$ cat src/pcr_params.svh
// Constants for the clock-run control block: offsets, field positions,
// reset values and edge counts. Included by the package and the top.
`ifndef PCR_PARAMS_SVH
`define PCR_PARAMS_SVH

`define PCR_ADDR_W            12
`define PCR_OFF_CTRL_STATUS   12'h03C
`define PCR_OFF_IRQ_STATUS    12'h050
`define PCR_OFF_IRQ_MASK      12'h054

`define PCR_BIT_PME_STATUS    15
`define PCR_BIT_PME_ENABLE    8
`define PCR_BIT_CLKREQ_SEL    0

`define PCR_CTRL_STATUS_RST   32'h0000_0000
`define PCR_IRQ_RST           3'h0

`define PCR_IRQ_W             3
`define PCR_IRQ_BIT_START     0
`define PCR_IRQ_BIT_CONT      1
`define PCR_IRQ_BIT_PME       2

`define PCR_ASSERT_EDGES      2'h2
`define PCR_DEASSERT_EDGES    2'h2

`endif

$ cat src/pcr_pkg.sv
// Types shared by the clock-run control files.
// Assumes pcr_params.svh is on the include path.
`include "pcr_params.svh"

package pcr_pkg;

   typedef enum logic [1:0] {
      PCR_IDLE     = 2'b00,
      PCR_DRIVE    = 2'b01,
      PCR_WAIT_LOW = 2'b10
   } pcr_state_type;

   typedef logic [1:0] pcr_count_type;

endpackage : pcr_pkg

$ cat src/pcr_sync2.sv
// Two-stage synchroniser for one asynchronous level.
// Assumes the input comes from a pin outside the pclk domain.
`timescale 1ns/1ps

module pcr_sync2 #(
   parameter logic RESET_VAL = 1'b1
) (
   input  wire logic pclk,
   input  wire logic presetn,
   input  wire logic async_in,
   output logic      sync_out
);

   logic meta_r;
   logic sync_r;
   logic meta_nxt;
   logic sync_nxt;

   always_comb begin
      meta_nxt = async_in;
      sync_nxt = meta_r;
   end

   always_ff @(posedge pclk or negedge presetn) begin
      if (!presetn) begin
         meta_r <= RESET_VAL;
         sync_r <= RESET_VAL;
      end else begin
         meta_r <= meta_nxt;
         sync_r <= sync_nxt;
      end
   end

   assign sync_out = sync_r;

endmodule : pcr_sync2

$ cat src/pcr_rx_clk_sel.sv
// Receive-block clock source select that follows the clock-run line.
// Assumes a synchronised line level; the clock mux itself sits outside.
`timescale 1ns/1ps

module pcr_rx_clk_sel (
   input  wire logic pclk,
   input  wire logic presetn,
   input  wire logic mode_clock_run,
   input  wire logic line_high,
   output logic      use_crystal
);

   logic sel_r;
   logic sel_nxt;

   // Line high means the pci clock is stopped or slowed
   always_comb begin
      sel_nxt = mode_clock_run & line_high;
   end

   always_ff @(posedge pclk or negedge presetn) begin
      if (!presetn) begin
         sel_r <= 1'b0;
      end else begin
         sel_r <= sel_nxt;
      end
   end

   assign use_crystal = sel_r;

endmodule : pcr_rx_clk_sel

$ cat src/pcr_top.sv
// Clock-run control/status register, shared wake/clock-run pin driver and
// start/continue handshake, with an APB slave and an interrupt output.
// Assumes all inputs except the pin are synchronous to pclk.
`timescale 1ns/1ps

`include "pcr_params.svh"

module pcr_top
   import pcr_pkg::*;
(
   input  wire logic        pclk,
   input  wire logic        presetn,
   input  wire logic        soft_reset,
   input  wire logic        psel,
   input  wire logic        penable,
   input  wire logic        pwrite,
   input  wire logic [11:0] paddr,
   input  wire logic [31:0] pwdata,
   input  wire logic [3:0]  pstrb,
   output logic [31:0]      prdata,
   output logic             pready,
   output logic             pslverr,
   input  wire logic        cfg_wr,
   input  wire logic        cfg_wr_pme_enable,
   input  wire logic        cfg_wr_pme_status,
   output logic             cfg_pme_enable,
   output logic             cfg_pme_status,
   input  wire logic        eeprom_load,
   input  wire logic        eeprom_pme_enable,
   input  wire logic        wake_event,
   input  wire logic        xfer_pending,
   input  wire logic        bus_needed,
   input  wire logic        clock_run_line_n_in,
   output logic             clock_run_line_n_out,
   output logic             clock_run_line_n_oe,
   output logic             rx_clk_use_crystal,
   output logic             irq
);

   ////////////////////////////////////////////////////////////////////////
   // Line synchroniser and receive clock select

   logic line_high;

   pcr_sync2 #(
      .RESET_VAL (1'b1)
   ) u_sync (
      .pclk     (pclk),
      .presetn  (presetn),
      .async_in (clock_run_line_n_in),
      .sync_out (line_high)
   );

   logic clkreq_sel_r;

   pcr_rx_clk_sel u_rx_sel (
      .pclk           (pclk),
      .presetn        (presetn),
      .mode_clock_run (clkreq_sel_r),
      .line_high      (line_high),
      .use_crystal    (rx_clk_use_crystal)
   );

   ////////////////////////////////////////////////////////////////////////
   // APB decode

   logic wr_acc;
   logic rd_setup;
   logic hit_ctrl;
   logic hit_ists;
   logic hit_imask;
   logic hit_any;

   assign wr_acc    = psel & penable & pwrite;
   assign rd_setup  = psel & ~penable & ~pwrite;
   assign hit_ctrl  = (paddr == `PCR_OFF_CTRL_STATUS);
   assign hit_ists  = (paddr == `PCR_OFF_IRQ_STATUS);
   assign hit_imask = (paddr == `PCR_OFF_IRQ_MASK);
   assign hit_any   = hit_ctrl | hit_ists | hit_imask;
   assign pready    = 1'b1;
   assign pslverr   = psel & penable & ~hit_any;

   ////////////////////////////////////////////////////////////////////////
   // Handshake state machine

   pcr_state_type state_r;
   pcr_state_type state_nxt;
   pcr_count_type edge_cnt_r;
   pcr_count_type edge_cnt_nxt;
   pcr_count_type idle_cnt_r;
   pcr_count_type idle_cnt_nxt;
   logic          drive_r;
   logic          drive_nxt;
   logic          pme_enable_r;
   logic          want_start;
   logic          want_cont;
   logic          may_assert;
   logic          ev_start;
   logic          ev_cont;

   // Interrupt requests of the host play no part in the decision
   assign want_start = bus_needed;
   assign want_cont  = xfer_pending & ~bus_needed;
   assign may_assert = clkreq_sel_r & pme_enable_r
                       & (idle_cnt_r == `PCR_DEASSERT_EDGES);
   assign ev_start   = (state_r == PCR_IDLE) & may_assert & want_start;
   assign ev_cont    = (state_r == PCR_IDLE) & may_assert & want_cont;

   always_comb begin
      state_nxt    = state_r;
      edge_cnt_nxt = edge_cnt_r;
      drive_nxt    = 1'b0;
      idle_cnt_nxt = idle_cnt_r;
      // Count consecutive deasserted samples, saturating
      if (!line_high) begin
         idle_cnt_nxt = 2'h0;
      end else if (idle_cnt_r != `PCR_DEASSERT_EDGES) begin
         idle_cnt_nxt = idle_cnt_r + 2'h1;
      end
      case (state_r)
         PCR_IDLE: begin
            edge_cnt_nxt = 2'h0;
            if (ev_start | ev_cont) begin
               state_nxt = PCR_DRIVE;
               drive_nxt = 1'b1;
            end
         end
         PCR_DRIVE: begin
            edge_cnt_nxt = edge_cnt_r + 2'h1;
            if (edge_cnt_r + 2'h1 >= `PCR_ASSERT_EDGES) begin
               state_nxt = PCR_WAIT_LOW;
            end else begin
               drive_nxt = 1'b1;
            end
         end
         PCR_WAIT_LOW: begin
            // Central resource keeps the line low after release
            if (!line_high) begin
               state_nxt = PCR_IDLE;
            end
         end
         default: begin
            state_nxt = PCR_IDLE;
         end
      endcase
      if (soft_reset | ~clkreq_sel_r | ~pme_enable_r) begin
         state_nxt = PCR_IDLE;
         drive_nxt = 1'b0;
      end
   end

   always_ff @(posedge pclk or negedge presetn) begin
      if (!presetn) begin
         state_r    <= PCR_IDLE;
         edge_cnt_r <= 2'h0;
         idle_cnt_r <= 2'h0;
         drive_r    <= 1'b0;
      end else begin
         state_r    <= state_nxt;
         edge_cnt_r <= edge_cnt_nxt;
         idle_cnt_r <= idle_cnt_nxt;
         drive_r    <= drive_nxt;
      end
   end

   ////////////////////////////////////////////////////////////////////////
   // Control/status register (hard reset only, soft reset keeps it)

   logic pme_status_r;
   logic pme_status_nxt;
   logic pme_enable_nxt;
   logic clkreq_sel_nxt;
   logic pme_set;

   localparam logic [31:0] CTRL_RST_VAL = `PCR_CTRL_STATUS_RST;

   assign pme_set = wake_event | ev_start | ev_cont;

   always_comb begin
      pme_status_nxt = pme_status_r;
      pme_enable_nxt = pme_enable_r;
      clkreq_sel_nxt = clkreq_sel_r;
      if (eeprom_load) begin
         pme_enable_nxt = eeprom_pme_enable;
      end
      // Config-space and APB paths act on the same flops
      if (cfg_wr) begin
         pme_enable_nxt = cfg_wr_pme_enable;
         if (cfg_wr_pme_status) begin
            pme_status_nxt = 1'b0;
         end
      end
      if (wr_acc & hit_ctrl) begin
         if (pstrb[1]) begin
            pme_enable_nxt = pwdata[`PCR_BIT_PME_ENABLE];
            if (pwdata[`PCR_BIT_PME_STATUS]) begin
               pme_status_nxt = 1'b0;
            end
         end
         if (pstrb[0]) begin
            clkreq_sel_nxt = pwdata[`PCR_BIT_CLKREQ_SEL];
         end
      end
      // A new event beats a clear in the same cycle
      if (pme_set) begin
         pme_status_nxt = 1'b1;
      end
   end

   always_ff @(posedge pclk or negedge presetn) begin
      if (!presetn) begin
         pme_status_r <= CTRL_RST_VAL[`PCR_BIT_PME_STATUS];
         pme_enable_r <= CTRL_RST_VAL[`PCR_BIT_PME_ENABLE];
         clkreq_sel_r <= CTRL_RST_VAL[`PCR_BIT_CLKREQ_SEL];
      end else begin
         pme_status_r <= pme_status_nxt;
         pme_enable_r <= pme_enable_nxt;
         clkreq_sel_r <= clkreq_sel_nxt;
      end
   end

   assign cfg_pme_enable = pme_enable_r;
   assign cfg_pme_status = pme_status_r;

   ////////////////////////////////////////////////////////////////////////
   // Shared pin: low-only drive, gated by the enable bit

   assign clock_run_line_n_out = 1'b0;
   assign clock_run_line_n_oe  = pme_enable_r & (clkreq_sel_r ? drive_r : pme_status_r);

   ////////////////////////////////////////////////////////////////////////
   // Interrupt status and mask

   logic [`PCR_IRQ_W-1:0] ists_r;
   logic [`PCR_IRQ_W-1:0] ists_nxt;
   logic [`PCR_IRQ_W-1:0] imask_r;
   logic [`PCR_IRQ_W-1:0] imask_nxt;
   logic [`PCR_IRQ_W-1:0] ev_vec;

   assign ev_vec = {pme_set, ev_cont, ev_start};

   always_comb begin
      ists_nxt  = ists_r;
      imask_nxt = imask_r;
      if (wr_acc & hit_ists & pstrb[0]) begin
         ists_nxt = ists_r & ~pwdata[`PCR_IRQ_W-1:0];
      end
      if (wr_acc & hit_imask & pstrb[0]) begin
         imask_nxt = pwdata[`PCR_IRQ_W-1:0];
      end
      ists_nxt = ists_nxt | ev_vec;
   end

   always_ff @(posedge pclk or negedge presetn) begin
      if (!presetn) begin
         ists_r  <= `PCR_IRQ_RST;
         imask_r <= `PCR_IRQ_RST;
      end else begin
         ists_r  <= ists_nxt;
         imask_r <= imask_nxt;
      end
   end

   assign irq = |(ists_r & imask_r);

   ////////////////////////////////////////////////////////////////////////
   // Read data, captured in the setup cycle

   logic [31:0] prdata_r;
   logic [31:0] prdata_nxt;

   always_comb begin
      prdata_nxt = prdata_r;
      if (rd_setup) begin
         prdata_nxt = 32'h0000_0000;
         if (hit_ctrl) begin
            prdata_nxt[`PCR_BIT_PME_STATUS] = pme_status_r;
            prdata_nxt[`PCR_BIT_PME_ENABLE] = pme_enable_r;
            prdata_nxt[`PCR_BIT_CLKREQ_SEL] = clkreq_sel_r;
         end else if (hit_ists) begin
            prdata_nxt[`PCR_IRQ_W-1:0] = ists_r;
         end else if (hit_imask) begin
            prdata_nxt[`PCR_IRQ_W-1:0] = imask_r;
         end
      end
   end

   always_ff @(posedge pclk or negedge presetn) begin
      if (!presetn) begin
         prdata_r <= 32'h0000_0000;
      end else begin
         prdata_r <= prdata_nxt;
      end
   end

   assign prdata = prdata_r;

endmodule : pcr_top

$ cat config.mk
export PLATFORM = sky130hd
export DESIGN_NAME = pcr_top
export DESIGN_NICKNAME = d
export VERILOG_FILES = /design/src/pcr_pkg.sv /design/src/pcr_sync2.sv /design/src/pcr_rx_clk_sel.sv /design/src/pcr_top.sv
export VERILOG_INCLUDE_DIRS = /design/src
export SDC_FILE = /design/constraint.sdc
export NUM_CORES = 1
export LEC_CHECK = 0
export ABC_AREA = 0
export BUFFER_PORTS_ARGS = -buffer_cell sky130_fd_sc_hd__buf_2
export CORE_MARGIN = 5
export CORE_UTILIZATION = 41
export DETAILED_ROUTE_END_ITERATION = 8
export PLACE_DENSITY = 0.8
export SYNTH_ARGS = -nofsm -noshare
export SYNTH_HDL_FRONTEND = slang
export SYNTH_SLANG_ARGS = --single-unit
$ cat constraint.sdc
create_clock -name pclk -period 2.2 [get_ports pclk]
set_input_delay 0.33 -clock pclk [delete_from_list [all_inputs] [get_ports pclk]]
set_output_delay 0.33 -clock pclk [all_outputs]
set_load 0.05 [all_outputs]
After elaboration in Yosys (flattened, before gate mapping)

Index checks and enable logic that the tools add are counted.

Add/subtract/negate cells: 2
$lt $le $gt $ge: 1
Eq/ne operators: 11
Multiplexer cells: 30
Bitwise logic cells: 35
Reductions and logical operators: 5

Operator list:

| operator                                                                | count |
|---|---|
| 12-bit by 7-bit equality test with 1-bit output (second input constant) | 2 |
| 1-bit AND                                                               | 18 |
| 1-bit 2-to-1 mux                                                        | 17 |
| 2-bit 2-to-1 mux                                                        | 7 |
| 12-bit by 6-bit equality test with 1-bit output (second input constant) | 1 |
| 3-bit 2-to-1 mux                                                        | 3 |
| 1-bit bitwise OR                                                        | 7 |
| 3-bit AND                                                               | 2 |
| 3-bit != test (second input constant)                                   | 2 |
| 1-bit inverter                                                          | 6 |
| 2-bit one-hot mux with 3 select lines                                   | 1 |
| 2-bit by 1-bit adder with 2-bit output (second input constant)          | 2 |
| 2-bit equality test (second input constant)                             | 2 |
| 2-bit != test (second input constant)                                   | 2 |
| 2-bit one-hot mux with 2 select lines                                   | 1 |
| 3-bit by 1-bit != test with 1-bit output (second input constant)        | 1 |
| 3-bit inverter                                                          | 1 |
| 3-bit bitwise OR                                                        | 1 |
| 3-bit AND reduction                                                     | 1 |
| 3-bit OR reduction                                                      | 1 |
| 2-bit by 1-bit equality test with 1-bit output (second input constant)  | 1 |
| 2-bit greater-or-equal comparator (second input constant)               | 1 |
| 2-bit zero test                                                         | 1 |
| 1-bit one-hot mux with 2 select lines                                   | 1 |
| 2 further kinds                                                         | 2 |

Bits in registers: 24
Input port bits: 63
Output and inout bits: 40
Word-level logic and storage cells: 97

Depth between registers and ports, before layout

Gate-level depths: netlist (run 1).

Word-level depth: 8
Mapped depth: 5
Gate-level depth less buffers: 5

Hierarchy

Synthesis (run 1) repeated with hierarchy kept, for this count alone.

Cell total of the unflattened synthesis: 148
Area total of the unflattened synthesis: 1470.2 µm²

Modules (own cells, without submodules):

| module         | instances | cells each | area each (µm²) | seq. area each (µm²) |
|---|---|---|---|---|
| pcr_top        | 1         | 144        | 1386.3          | 525.5 |
| pcr_sync2      | 1         | 2          | 52.6            | 52.6 |
| pcr_rx_clk_sel | 1         | 2          | 31.3            | 25.0 |

Least setup slack after synthesis (run 1)

Ideal clock, no wire load.

Path kind: input to output
Start point: in paddr[11]
End point: out pslverr
Arrival time: 1.748 ns
Data required time: 1.870 ns
Path slack: 0.122 ns
Stages: 4
Buffers on the path: 1
Path through: or4_4 buf_6 or3_1 and4_1

Word-level cells in the longest chain between the ends: 5
Elaborated cells between the ends (all ways): 7
Those cells by class: eq/ne: 3; bitwise: 4

Ends and longest elaborated chain:

| what                                                                                                                                | line          | source |
|---|---|---|
| start, declared                                                                                                                     | pcr_top.sv:17 | `input wire logic [11:0] paddr,` |
| 12-bit by 6-bit equality test with 1-bit output (no source line) or 12-bit by 7-bit equality test with 1-bit output (tied branches) | n/a           |  |
| 1-bit bitwise OR                                                                                                                    | pcr_top.sv:79 | `assign hit_any = hit_ctrl \| hit_ists \| hit_imask;` |
| 1-bit bitwise OR (*)                                                                                                                | pcr_top.sv:79 |  |
| 1-bit inverter (*)                                                                                                                  | pcr_top.sv:81 | `assign pslverr = psel & penable & ~hit_any;` |
| 1-bit AND (*)                                                                                                                       | pcr_top.sv:81 |  |
| end, declared                                                                                                                       | pcr_top.sv:22 | `output logic pslverr,` |

Every way passes the cells marked *; elsewhere a longest branch is shown, timed or not.

Worst setup path after layout (run 1)

Ends and elaborated chain as after synthesis.

==> impl_metrics.toml, run 1 <==
[clock_tree]
clkTransAtPathRegs_ns = 0.13
cts_buffer_depth = 2
clock_latency_ns = 0.31
cts_setup_buffers = 0
numCtsBuffers = 3
cts_tree = "done"
cts_num_sinks = 24
ctsHtreeMaxLevel = 1
cts_root_buf = "clkbuf_4"

[critical_path]
critical_path_class = "input port to output port"
crit_family = "simple AND/OR/NAND/NOR gates"
required_ns = 1.87
critical_path.most_common_cell = "buf_2"
cpPeakStageDelay_ns = 0.57
cp_max_fo = 6
r2r-end = "state_r[0]"
cp_num_buf_inv = 2
critPathLaunch = "paddr[11]"
worst_r2r_path_depth = 3
ff2ff_setup_slack_ns = 0.40
end_kind = "output port"
path_cells = "buf_2 -> or4_4 -> or3_1 -> and4_1 -> buf_2"
worstSetupEndpoint = "pslverr"
worstSetupPathDepth = 5
critPathLaunchType = "input port"
cp_slowest_cell = "or4_4"
worstReg2RegStart = "cfg_pme_enable"
arrival_ns = 1.83

[global_route]
grt_use_total = 0.131
grt_max_degree = 25
antenna_found_initial = 0
grt_pass1_wl_um = 5310
grt_pass1_vias = 1169
grt_remaining_overflow = 0

[synthesis]
synth_warnings = 0
yosysTopAreaCell = "dfrtp_1"
synthArstFlopShare = 1.00
yosys.area.top_type_share = 0.373
netlist_area_um2 = 1480
ys_top_cells_by_count = "29 x buf_4, 22 x dfrtp_1, 16 x nand2_1"
ys_ff_latch = 24
ys_types = 46
synthTopCellsByArea = "dfrtp_1 37%, buf_4 15%, nand2_1 4.1%, dfstp_2 3.6%, mux2i_1 3.4%"
synth.most_common_cell = "buf_4"
synth_edf_count = 0
synthFlopType = "dfrtp_1"
yosysSeqAreaShare = 0.408
syn_area_per_cell_um2 = 9.91
netlist_instances = 149

[floorplan]
die-area_um2 = 4900
start_util = 0.432
std_cell_rows = 21
die_w_um = 70.0
io_pins = 103
core_area_um2 = 3420
fp.dieH_um = 70.0

[finish]
fin_nets = 263
seqCellArea_um2 = 603
drive_gt1_frac = 0.333
finish.utilization = 0.505
stdcell_area_um2 = 1730
fillers = 353
finalNonFillerCells = 244
antennaDiodeCount = 0
multiInputGateArea_um2 = 707
area_growth_pct = 16.9

[power_and_ir_drop]
power_density_nw_per_um2 = 639
vdd_ir_drop_max_uv = 299
leakage_nw = 0.881
power.total_w = 0.00110

[sta]
setup-tns-final_ns = 0
skew_ns = 0.00403
setup_viol_count_final = 0
fin_crit_ns = 2.16
max_freq_mhz = 464
slew_headroom = 0.656
fin_crit_sh = 0.980
rsz0062_at_grt = "false"
drv_slew = 0
worst_slew_pin_slew_ns = 0.516
hold_violations = 0

[run_status]
status = "completed"

[placement]
port_buffers = 44
placed_cell_area_um2 = 1660
gp_congestion = 0.770
dp_cells = 239
hpwlAfterDp_um = 2490

[drt]
viasPerCell = 4.86
drc = 0
wl_per_cell_um = 13.0
final_antenna_net_count = 0
firstDrtPassIters = 4
first_iter_violations = 75
routed_wl_um = 3170
vias = 1187

[min_path]
hold_path.class = "input port to flop"

[job]
cap_violations = 0
-- what timing repair did --
item / 4_1_cts / 5_1_grt
endpoints found under the hold margin: 22 / 0
endpoints found under the setup margin: 0 / 1
gates resized for setup: 0 / 1
hold buffers: 1 / 0
-- metal layers --
layer	vias up	global-route usage	routed length, µm
li1	569	-	-
met1	573	0.168	1280
met2	43	0.228	1660
met3	2	0.0201	218
met4	0	0.0383	21
met5	-	0	0
-- metrics by stage --
step / hold slack [ns] / worst slack (ns)
3_5_place_dp: 0.341 / 0.0191
2_1_floorplan: 0.0344 / 0.122
3_3_place_gp: 0.334 / 0.00850
4_1_cts: 0.0815 / 0.00702
5_1_grt: 0.0586 / 0.00511
6_report: 0.101 / 0.0440
-- kinds of logic (layout without fill, tap and decap cells) --
logic type | Yosys count | count (layout) | share of synthesized area
xor gates and xnor gates | 2 | 2 | 0.0119
DFF | 24 | 24 | 0.408
AOI/OAI and AO/OA | 24 | 24 | 0.110
other | 2 | 29 | 0.00509
muxes | 10 | 10 | 0.0797
buffers and inverters | 41 | 63 | 0.184
adders and majority gates | 1 | 1 | 0.00847
and+or+nand+nor | 45 | 45 | 0.192
-- final cells by class --
class                   count  share of cell area
multi-input cells         111               0.410
flip-flops and latches     24               0.350
repair buffers             51               0.160
well taps                  46              0.0334
clock inverters             1              0.0174
inverters                   8              0.0174
clock buffers               3              0.0131
-- power breakdown --
group / switching, W / internal [W] / total, W
sequential: 0.0000249 / 0.000473 / 0.000498
combinational: 0.000206 / 0.0000839 / 0.000290
clock: 0.000130 / 0.000184 / 0.000314
total: 0.000361 / 0.000741 / 0.00110
-- registers in the layout, summed over array words and instances (netlist names) --
name                  cells
cfg_pme_enable            1
cfg_pme_status            1
clkreq_sel_r              1
drive_r                   1
edge_cnt_r                2
idle_cnt_r                2
imask_r                   3
ists_r                    3
prdata                    5
state_r                   2
u_rx_sel.use_crystal      1
u_sync.meta_r             1
u_sync.sync_out           1
-- worst min-delay path by stage --
stage	from	end	slack (ns)	cells after the start
2_1_floorplan	presetn	cfg_pme_enable	0.03	0
3_3_place_gp	presetn	prdata[2]	0.33	1
3_5_place_dp	presetn	prdata[2]	0.34	1
4_1_cts	clock_run_line_n_in	u_sync.meta_r	0.08	1
5_1_grt	clock_run_line_n_in	u_sync.meta_r	0.06	1
6_report	clock_run_line_n_in	u_sync.meta_r	0.10	1
-- layout by cell type, fill, tap and decap left out, types with 3 or more instances in the layout --
master / count
a21oi_1: 3
and2_1: 3
buf_2: 44
buf_4: 6
clkbuf_4: 3
conb_1: 29
dfrtp_1: 22
inv_1: 8
mux2_4: 3
mux2i_1: 5
nand2_1: 16
nor3b_1: 4
nor4_1: 3
o21ai_0: 5
Power figures use the tool's default switching activity.
==> run 2: changes to the inputs <==
--- a/config.mk
+++ b/config.mk
@@ -11,7 +11,7 @@
 export CORE_MARGIN = 5
 export CORE_UTILIZATION = 41
 export DETAILED_ROUTE_END_ITERATION = 8
-export PLACE_DENSITY = 0.8
+export PLACE_DENSITY = 0.92
 export SYNTH_ARGS = -nofsm -noshare
 export SYNTH_HDL_FRONTEND = slang
 export SYNTH_SLANG_ARGS = --single-unit
==> constraint.sdc (replaced) <==
create_clock -name pclk -period 2.2 [get_ports pclk]
set_input_delay 0.22 -clock pclk [delete_from_list [all_inputs] [get_ports pclk]]
set_output_delay 0.22 -clock pclk [all_outputs]
set_load 0.05 [all_outputs]
==> run 2 against run 1 <==
Largest cell class unchanged. Total power is 8.2% lower. Critical endpoint unchanged. Highest routed layer unchanged. First-iteration DRC count is 48% lower. Flip-flop and latch count stayed put. Wire length is 1.4% lower. Via count is 2.0% lower. Die area stayed put. Cell count is 2.0% lower. Clock power is 27% lower. Final area is 3.2% lower. Setup slack better by 0.087 ns. Critical path type unchanged. Count of clock-buffer cells in the layout is 1 higher.
==> impl_metrics.toml, run 2 (same netlist as run 1, synthesis figures left out) <==
[floorplan]
core_area_um2 = 3420
die-area_um2 = 4900
io_pins = 103
std_cell_rows = 21
die_w_um = 70.0
fp.dieH_um = 70.0
start_util = 0.432

[sta]
slew_headroom = 0.648
hold_violations = 0
drv_slew = 0
rsz0062_at_grt = "false"
setup-tns-final_ns = 0
worst_slew_pin_slew_ns = 0.523
fin_crit_sh = 0.940
fin_crit_ns = 2.07
skew_ns = 0.00155
max_freq_mhz = 483
setup_viol_count_final = 0

[clock_tree]
cts_root_buf = "clkbuf_4"
cts_num_sinks = 24
cts_buffer_depth = 2
clkTransAtPathRegs_ns = 0.13
ctsHtreeMaxLevel = 1
cts_setup_buffers = 0
cts_tree = "done"
clock_latency_ns = 0.31
numCtsBuffers = 3

[placement]
gp_congestion = 0.740
hpwlAfterDp_um = 2550
port_buffers = 44
placed_cell_area_um2 = 1610

[min_path]
hold_path.class = "input port to flop"

[finish]
fillers = 334
area_growth_pct = 13.1
largest_reg_flops = 5
stdcell_area_um2 = 1670
fin_nets = 258
final_common_cell = "buf_2"
antennaDiodeCount = 0
final_cell_mix = "44 x buf_2, 29 x conb_1, 22 x dfrtp_1, 16 x nand2_1, 8 x inv_1"
drive_gt1_frac = 0.306

[drt]
vias = 1163
first_iter_violations = 39
drc = 0
wl_per_cell_um = 13.1
viasPerCell = 4.87
firstDrtPassIters = 4
routed_wl_um = 3130
final_antenna_net_count = 0

[power_and_ir_drop]
netSwitchingFraction = 0.352
leakage_nw = 0.850
p_sw_w = 0.000356
seqPwrFrac = 0.491
combPwrFrac = 0.283
power.total_w = 0.00101
vdd_ir_drop_max_uv = 280
power_density_nw_per_um2 = 606
power.internal_w = 0.000656
p_clk_frac = 0.226

[run_status]
status = "completed"

[global_route]
antenna_found_initial = 0
grt_remaining_overflow = 0
grt_pass1_wl_um = 5240
grt_max_degree = 25
grt_use_total = 0.128
grt_pass1_vias = 1174

[critical_path]
cp_max_fo = 8
end_kind = "output port"
required_ns = 1.98
critical_path_class = "input port to output port"
arrival_ns = 1.85
critPathLaunchType = "input port"

[job]
cap_violations = 0
[run 2: cell types whose count changed in the layout (fill, tap and decap cells not counted), sizes merged]
cell,before,now
buf,50,44
bufinv,1,0
clkbuf,3,4
dlygate4sd3,1,2
[run 2: routing by layer]
layer / track usage / part of all wire / up-vias
met3: 0.0373 / 0.083 / 2
li1: - / - / 557
met2: 0.236 / 0.53 / 57
met1: 0.149 / 0.38 / 547
met5: 0 / 0 / -
met4: 0.0191 / 0.0032 / 0
[run 2: power by group through the flow]
stage / Clock (W) / Sequential, W / Combinational [W]
CTS: 0.000238 / 0.000498 / 0.000286
floorplan: 0 / 0.000514 / 0.000244
global placement: 0 / 0.000505 / 0.000276
global route: 0.000262 / 0.000503 / 0.000317
detailed placement: 0 / 0.000507 / 0.000282
finish: 0.000229 / 0.000497 / 0.000286
[run 2: final cells by class]
cell class / instances / area [µm²] / share of cell area
clock buffers: 4 / 36.3 / 0.0217
inverters: 8 / 30.0 / 0.0180
multi-input cells: 111 / 703 / 0.421
flip-flops and latches: 24 / 603 / 0.361
well taps: 46 / 57.6 / 0.0345
repair buffers: 46 / 240 / 0.144
[run 2: worst paths after layout]
check | start | to | slack (ns) | cells past startpoint
hold reg to reg | u_sync.meta_r | u_sync.sync_out | 0.37 | 0
max in group asynchronous | presetn | u_sync.meta_r | 1.43 | 2
min in group asynchronous | presetn | prdata[1] | 0.41 | 2
hold / removal | soft_reset | state_r[1] | 0.08 | 2
setup / recovery | paddr[1] | pslverr | 0.13 | 5
setup reg to reg | state_r[1] | drive_r | 0.51 | 3
[run 2: repair_timing]
action,4_1_cts,5_1_grt
hold endpoints to repair,23,0
resized for setup,0,0
hold buffers,2,0
[run 2: worst max-delay path, stage by stage]
cell and delay [ns]:
buf_2 0.09, or4b_1 0.67, or3_1 0.45, and4_1 0.22
buf_2 0.21
[run 2: metrics by stage]
step / worst slack [ns] / instances / hold slack, ns / util
2_1_floorplan: 0.341 / 176 / -0.0756 / -
3_3_place_gp: 0.157 / 233 / 0.223 / 0.473
3_5_place_dp: 0.152 / 233 / 0.230 / 0.473
4_1_cts: 0.141 / 239 / 0.0661 / 0.489
5_1_grt: 0.0897 / 239 / 0.0543 / 0.489
6_report: 0.131 / 239 / 0.0835 / 0.489
==> run 3: changes to the inputs <==
--- a/config.mk
+++ b/config.mk
@@ -9,9 +9,9 @@
 export ABC_AREA = 0
 export BUFFER_PORTS_ARGS = -buffer_cell sky130_fd_sc_hd__buf_2
 export CORE_MARGIN = 5
-export CORE_UTILIZATION = 41
+export CORE_UTILIZATION = 44
 export DETAILED_ROUTE_END_ITERATION = 8
-export PLACE_DENSITY = 0.92
+export PLACE_DENSITY = 0.95
 export SYNTH_ARGS = -nofsm -noshare
 export SYNTH_HDL_FRONTEND = slang
 export SYNTH_SLANG_ARGS = --single-unit
==> constraint.sdc (replaced) <==
create_clock -name pclk -period 2.4 [get_ports pclk]
set_input_delay 0.24 -clock pclk [delete_from_list [all_inputs] [get_ports pclk]]
set_output_delay 0.24 -clock pclk [all_outputs]
set_load 0.05 [all_outputs]
==> run 3 against run 2 <==
Hold slack lost 0.00066 ns. Clock skew increased by 0.0080 ns. Global-route usage increased by 0.15 points. Via count down 2.8%. Cell count did not move. Setup slack gained 0.18 ns. Count of clock-buffer cells in the layout did not move. Sequential power is 8.0% lower. Non-clock buffer count did not move. Final area fell by 0.60%. Critical endpoint unchanged. Largest cell class unchanged.
==> impl_metrics.toml, run 3 (same netlist as run 1, synthesis figures left out) <==
[critical_path]
crit_family = "simple AND/OR/NAND/NOR gates"
critical_path.most_common_cell = "buf_2"
critPathLaunchType = "input port"
r2r-end = "state_r[0]"
worstReg2RegStart = "state_r[1]"
required_ns = 2.16
cpPeakStageDelay_ns = 0.66
worst_r2r_path_depth = 3
critical_path_class = "input port to output port"
cp_num_buf_inv = 2
arrival_ns = 1.85
ff2ff_setup_slack_ns = 0.73
path_cells = "buf_2 -> or4b_1 -> or3_1 -> and4_1 -> buf_2"
cp_slowest_cell = "or4b_1"
cp_max_fo = 8
end_kind = "output port"

[floorplan]
die-area_um2 = 4610
core_area_um2 = 3280
io_pins = 103
std_cell_rows = 21
fp.dieH_um = 67.9
die_w_um = 67.9
start_util = 0.450

[global_route]
grt_pass1_wl_um = 4580
grt_remaining_overflow = 0
grt_pass1_vias = 1051
grt_max_degree = 25
grt_use_total = 0.130
antenna_found_initial = 0

[sta]
drv_slew = 0
holdWs_ns = 0.0828
setup_ws_ns = 0.308
hold_violations = 0
worst_slew_pin_slew_ns = 0.534
fin_crit_sh = 0.871
setup_viol_count_final = 0
rsz0062_at_grt = "false"
slew_headroom = 0.644
fin_crit_ns = 2.09
skew_ns = 0.00951
max_freq_mhz = 478
setup-tns-final_ns = 0

[placement]
gp_congestion = 0.781
dp_cells = 233
pre_cts_ws_ns = 0.305
port_buffers = 44
hpwlAfterDp_um = 2450

[power_and_ir_drop]
power.total_w = 0.000901
combPwrFrac = 0.289
seqPwrFrac = 0.507
p_sw_w = 0.000327
p_clk_frac = 0.204
power_density_nw_per_um2 = 543
leakage_nw = 0.844
power.internal_w = 0.000574
netSwitchingFraction = 0.363
vdd_ir_drop_max_uv = 182

[drt]
final_antenna_net_count = 0
first_iter_violations = 48
vias = 1131
drc = 0
viasPerCell = 4.73
routed_wl_um = 2980
wl_per_cell_um = 12.5
firstDrtPassIters = 4

[clock_tree]
clock_latency_ns = 0.32
cts_num_sinks = 24
cts_tree = "done"
ctsHtreeMaxLevel = 1
numCtsBuffers = 3
cts_root_buf = "clkbuf_4"
ctsResizeCount = 0
clkTransAtPathRegs_ns = 0.13
cts_buffer_depth = 2

[finish]
final_cell_mix = "44 x buf_2, 29 x conb_1, 22 x dfrtp_1, 16 x nand2_1, 8 x inv_1"
antennaDiodeCount = 0
finalNonFillerCells = 239
largest_reg_flops = 5
final_common_cell = "buf_2"
multiInputGateArea_um2 = 703
seqCellArea_um2 = 603
drive_gt1_frac = 0.301
fillers = 316
fin_nets = 258
area_growth_pct = 12.5

[min_path]
hold_path.class = "input port to flop"
hold_end = "state_r[1]"
hold_start = "soft_reset"
whs_path_depth = 2

[job]
cap_violations = 0

[run_status]
status = "completed"
## run 3: cell count changes in the layout (fill, tap and decap cells not counted)
| cell | previous run | this run |
|---|---|---|
| clkbuf_1 | 0 | 1 |
| clkbuf_8 | 1 | 0 |
## run 3: cell type report
cell class | instances | share of cell area
well taps | 46 | 0.0347
multi-input cells | 111 | 0.424
repair buffers | 46 | 0.145
flip-flops and latches | 24 | 0.363
inverters | 8 | 0.0181
clock buffers | 4 | 0.0158
## run 3: how the worst max path moves through the flow
| stage | start | end | slack (ns) | cells after the start |
|---|---|---|---|---|
| floorplan | paddr[11] | pslverr | 0.50 | 4 |
| global placement | paddr[1] | pslverr | 0.32 | 5 |
| detailed placement | paddr[1] | pslverr | 0.31 | 5 |
| CTS | paddr[1] | pslverr | 0.31 | 5 |
| global route | paddr[1] | pslverr | 0.26 | 5 |
| finish | paddr[1] | pslverr | 0.31 | 5 |
## run 3: power by group through the flow
stage / Clock (W) / Combinational (W) / Sequential [W]
final: 0.000184 / 0.000260 / 0.000457
after global routing: 0.000208 / 0.000284 / 0.000461
after CTS: 0.000191 / 0.000259 / 0.000457
after detailed placement: 0 / 0.000256 / 0.000465
after global placement: 0 / 0.000253 / 0.000463
after floorplan: 0 / 0.000224 / 0.000471
## run 3: metal layers
metal / global-route usage / wire length, µm / vias up
met4: 0.0372 / 25 / 0
li1: - / - / 559
met2: 0.227 / 1500 / 35
met1: 0.162 / 1260 / 535
met5: 0 / 0 / -
met3: 0.0230 / 197 / 2
## run 3: worst register-to-register path, stage by stage (launching register included)
cell       delay (ns)
dfrtp_1          0.49
nor4bb_1         0.40
o211ai_1         0.25
a2111oi_0        0.41
## run 3: stage by stage
stage                     area [µm²]  utilization
after floorplan                 1580            -
after global placement          1610        0.491
after detailed placement        1610        0.491
after CTS                       1650        0.502
after global routing            1660        0.506
final                           1660        0.506
## run 3: repair_timing
action                                 4_1_cts  5_1_grt
hold buffers                                 1        1
setup buffers                                0        0
endpoints found under the hold margin       22        1
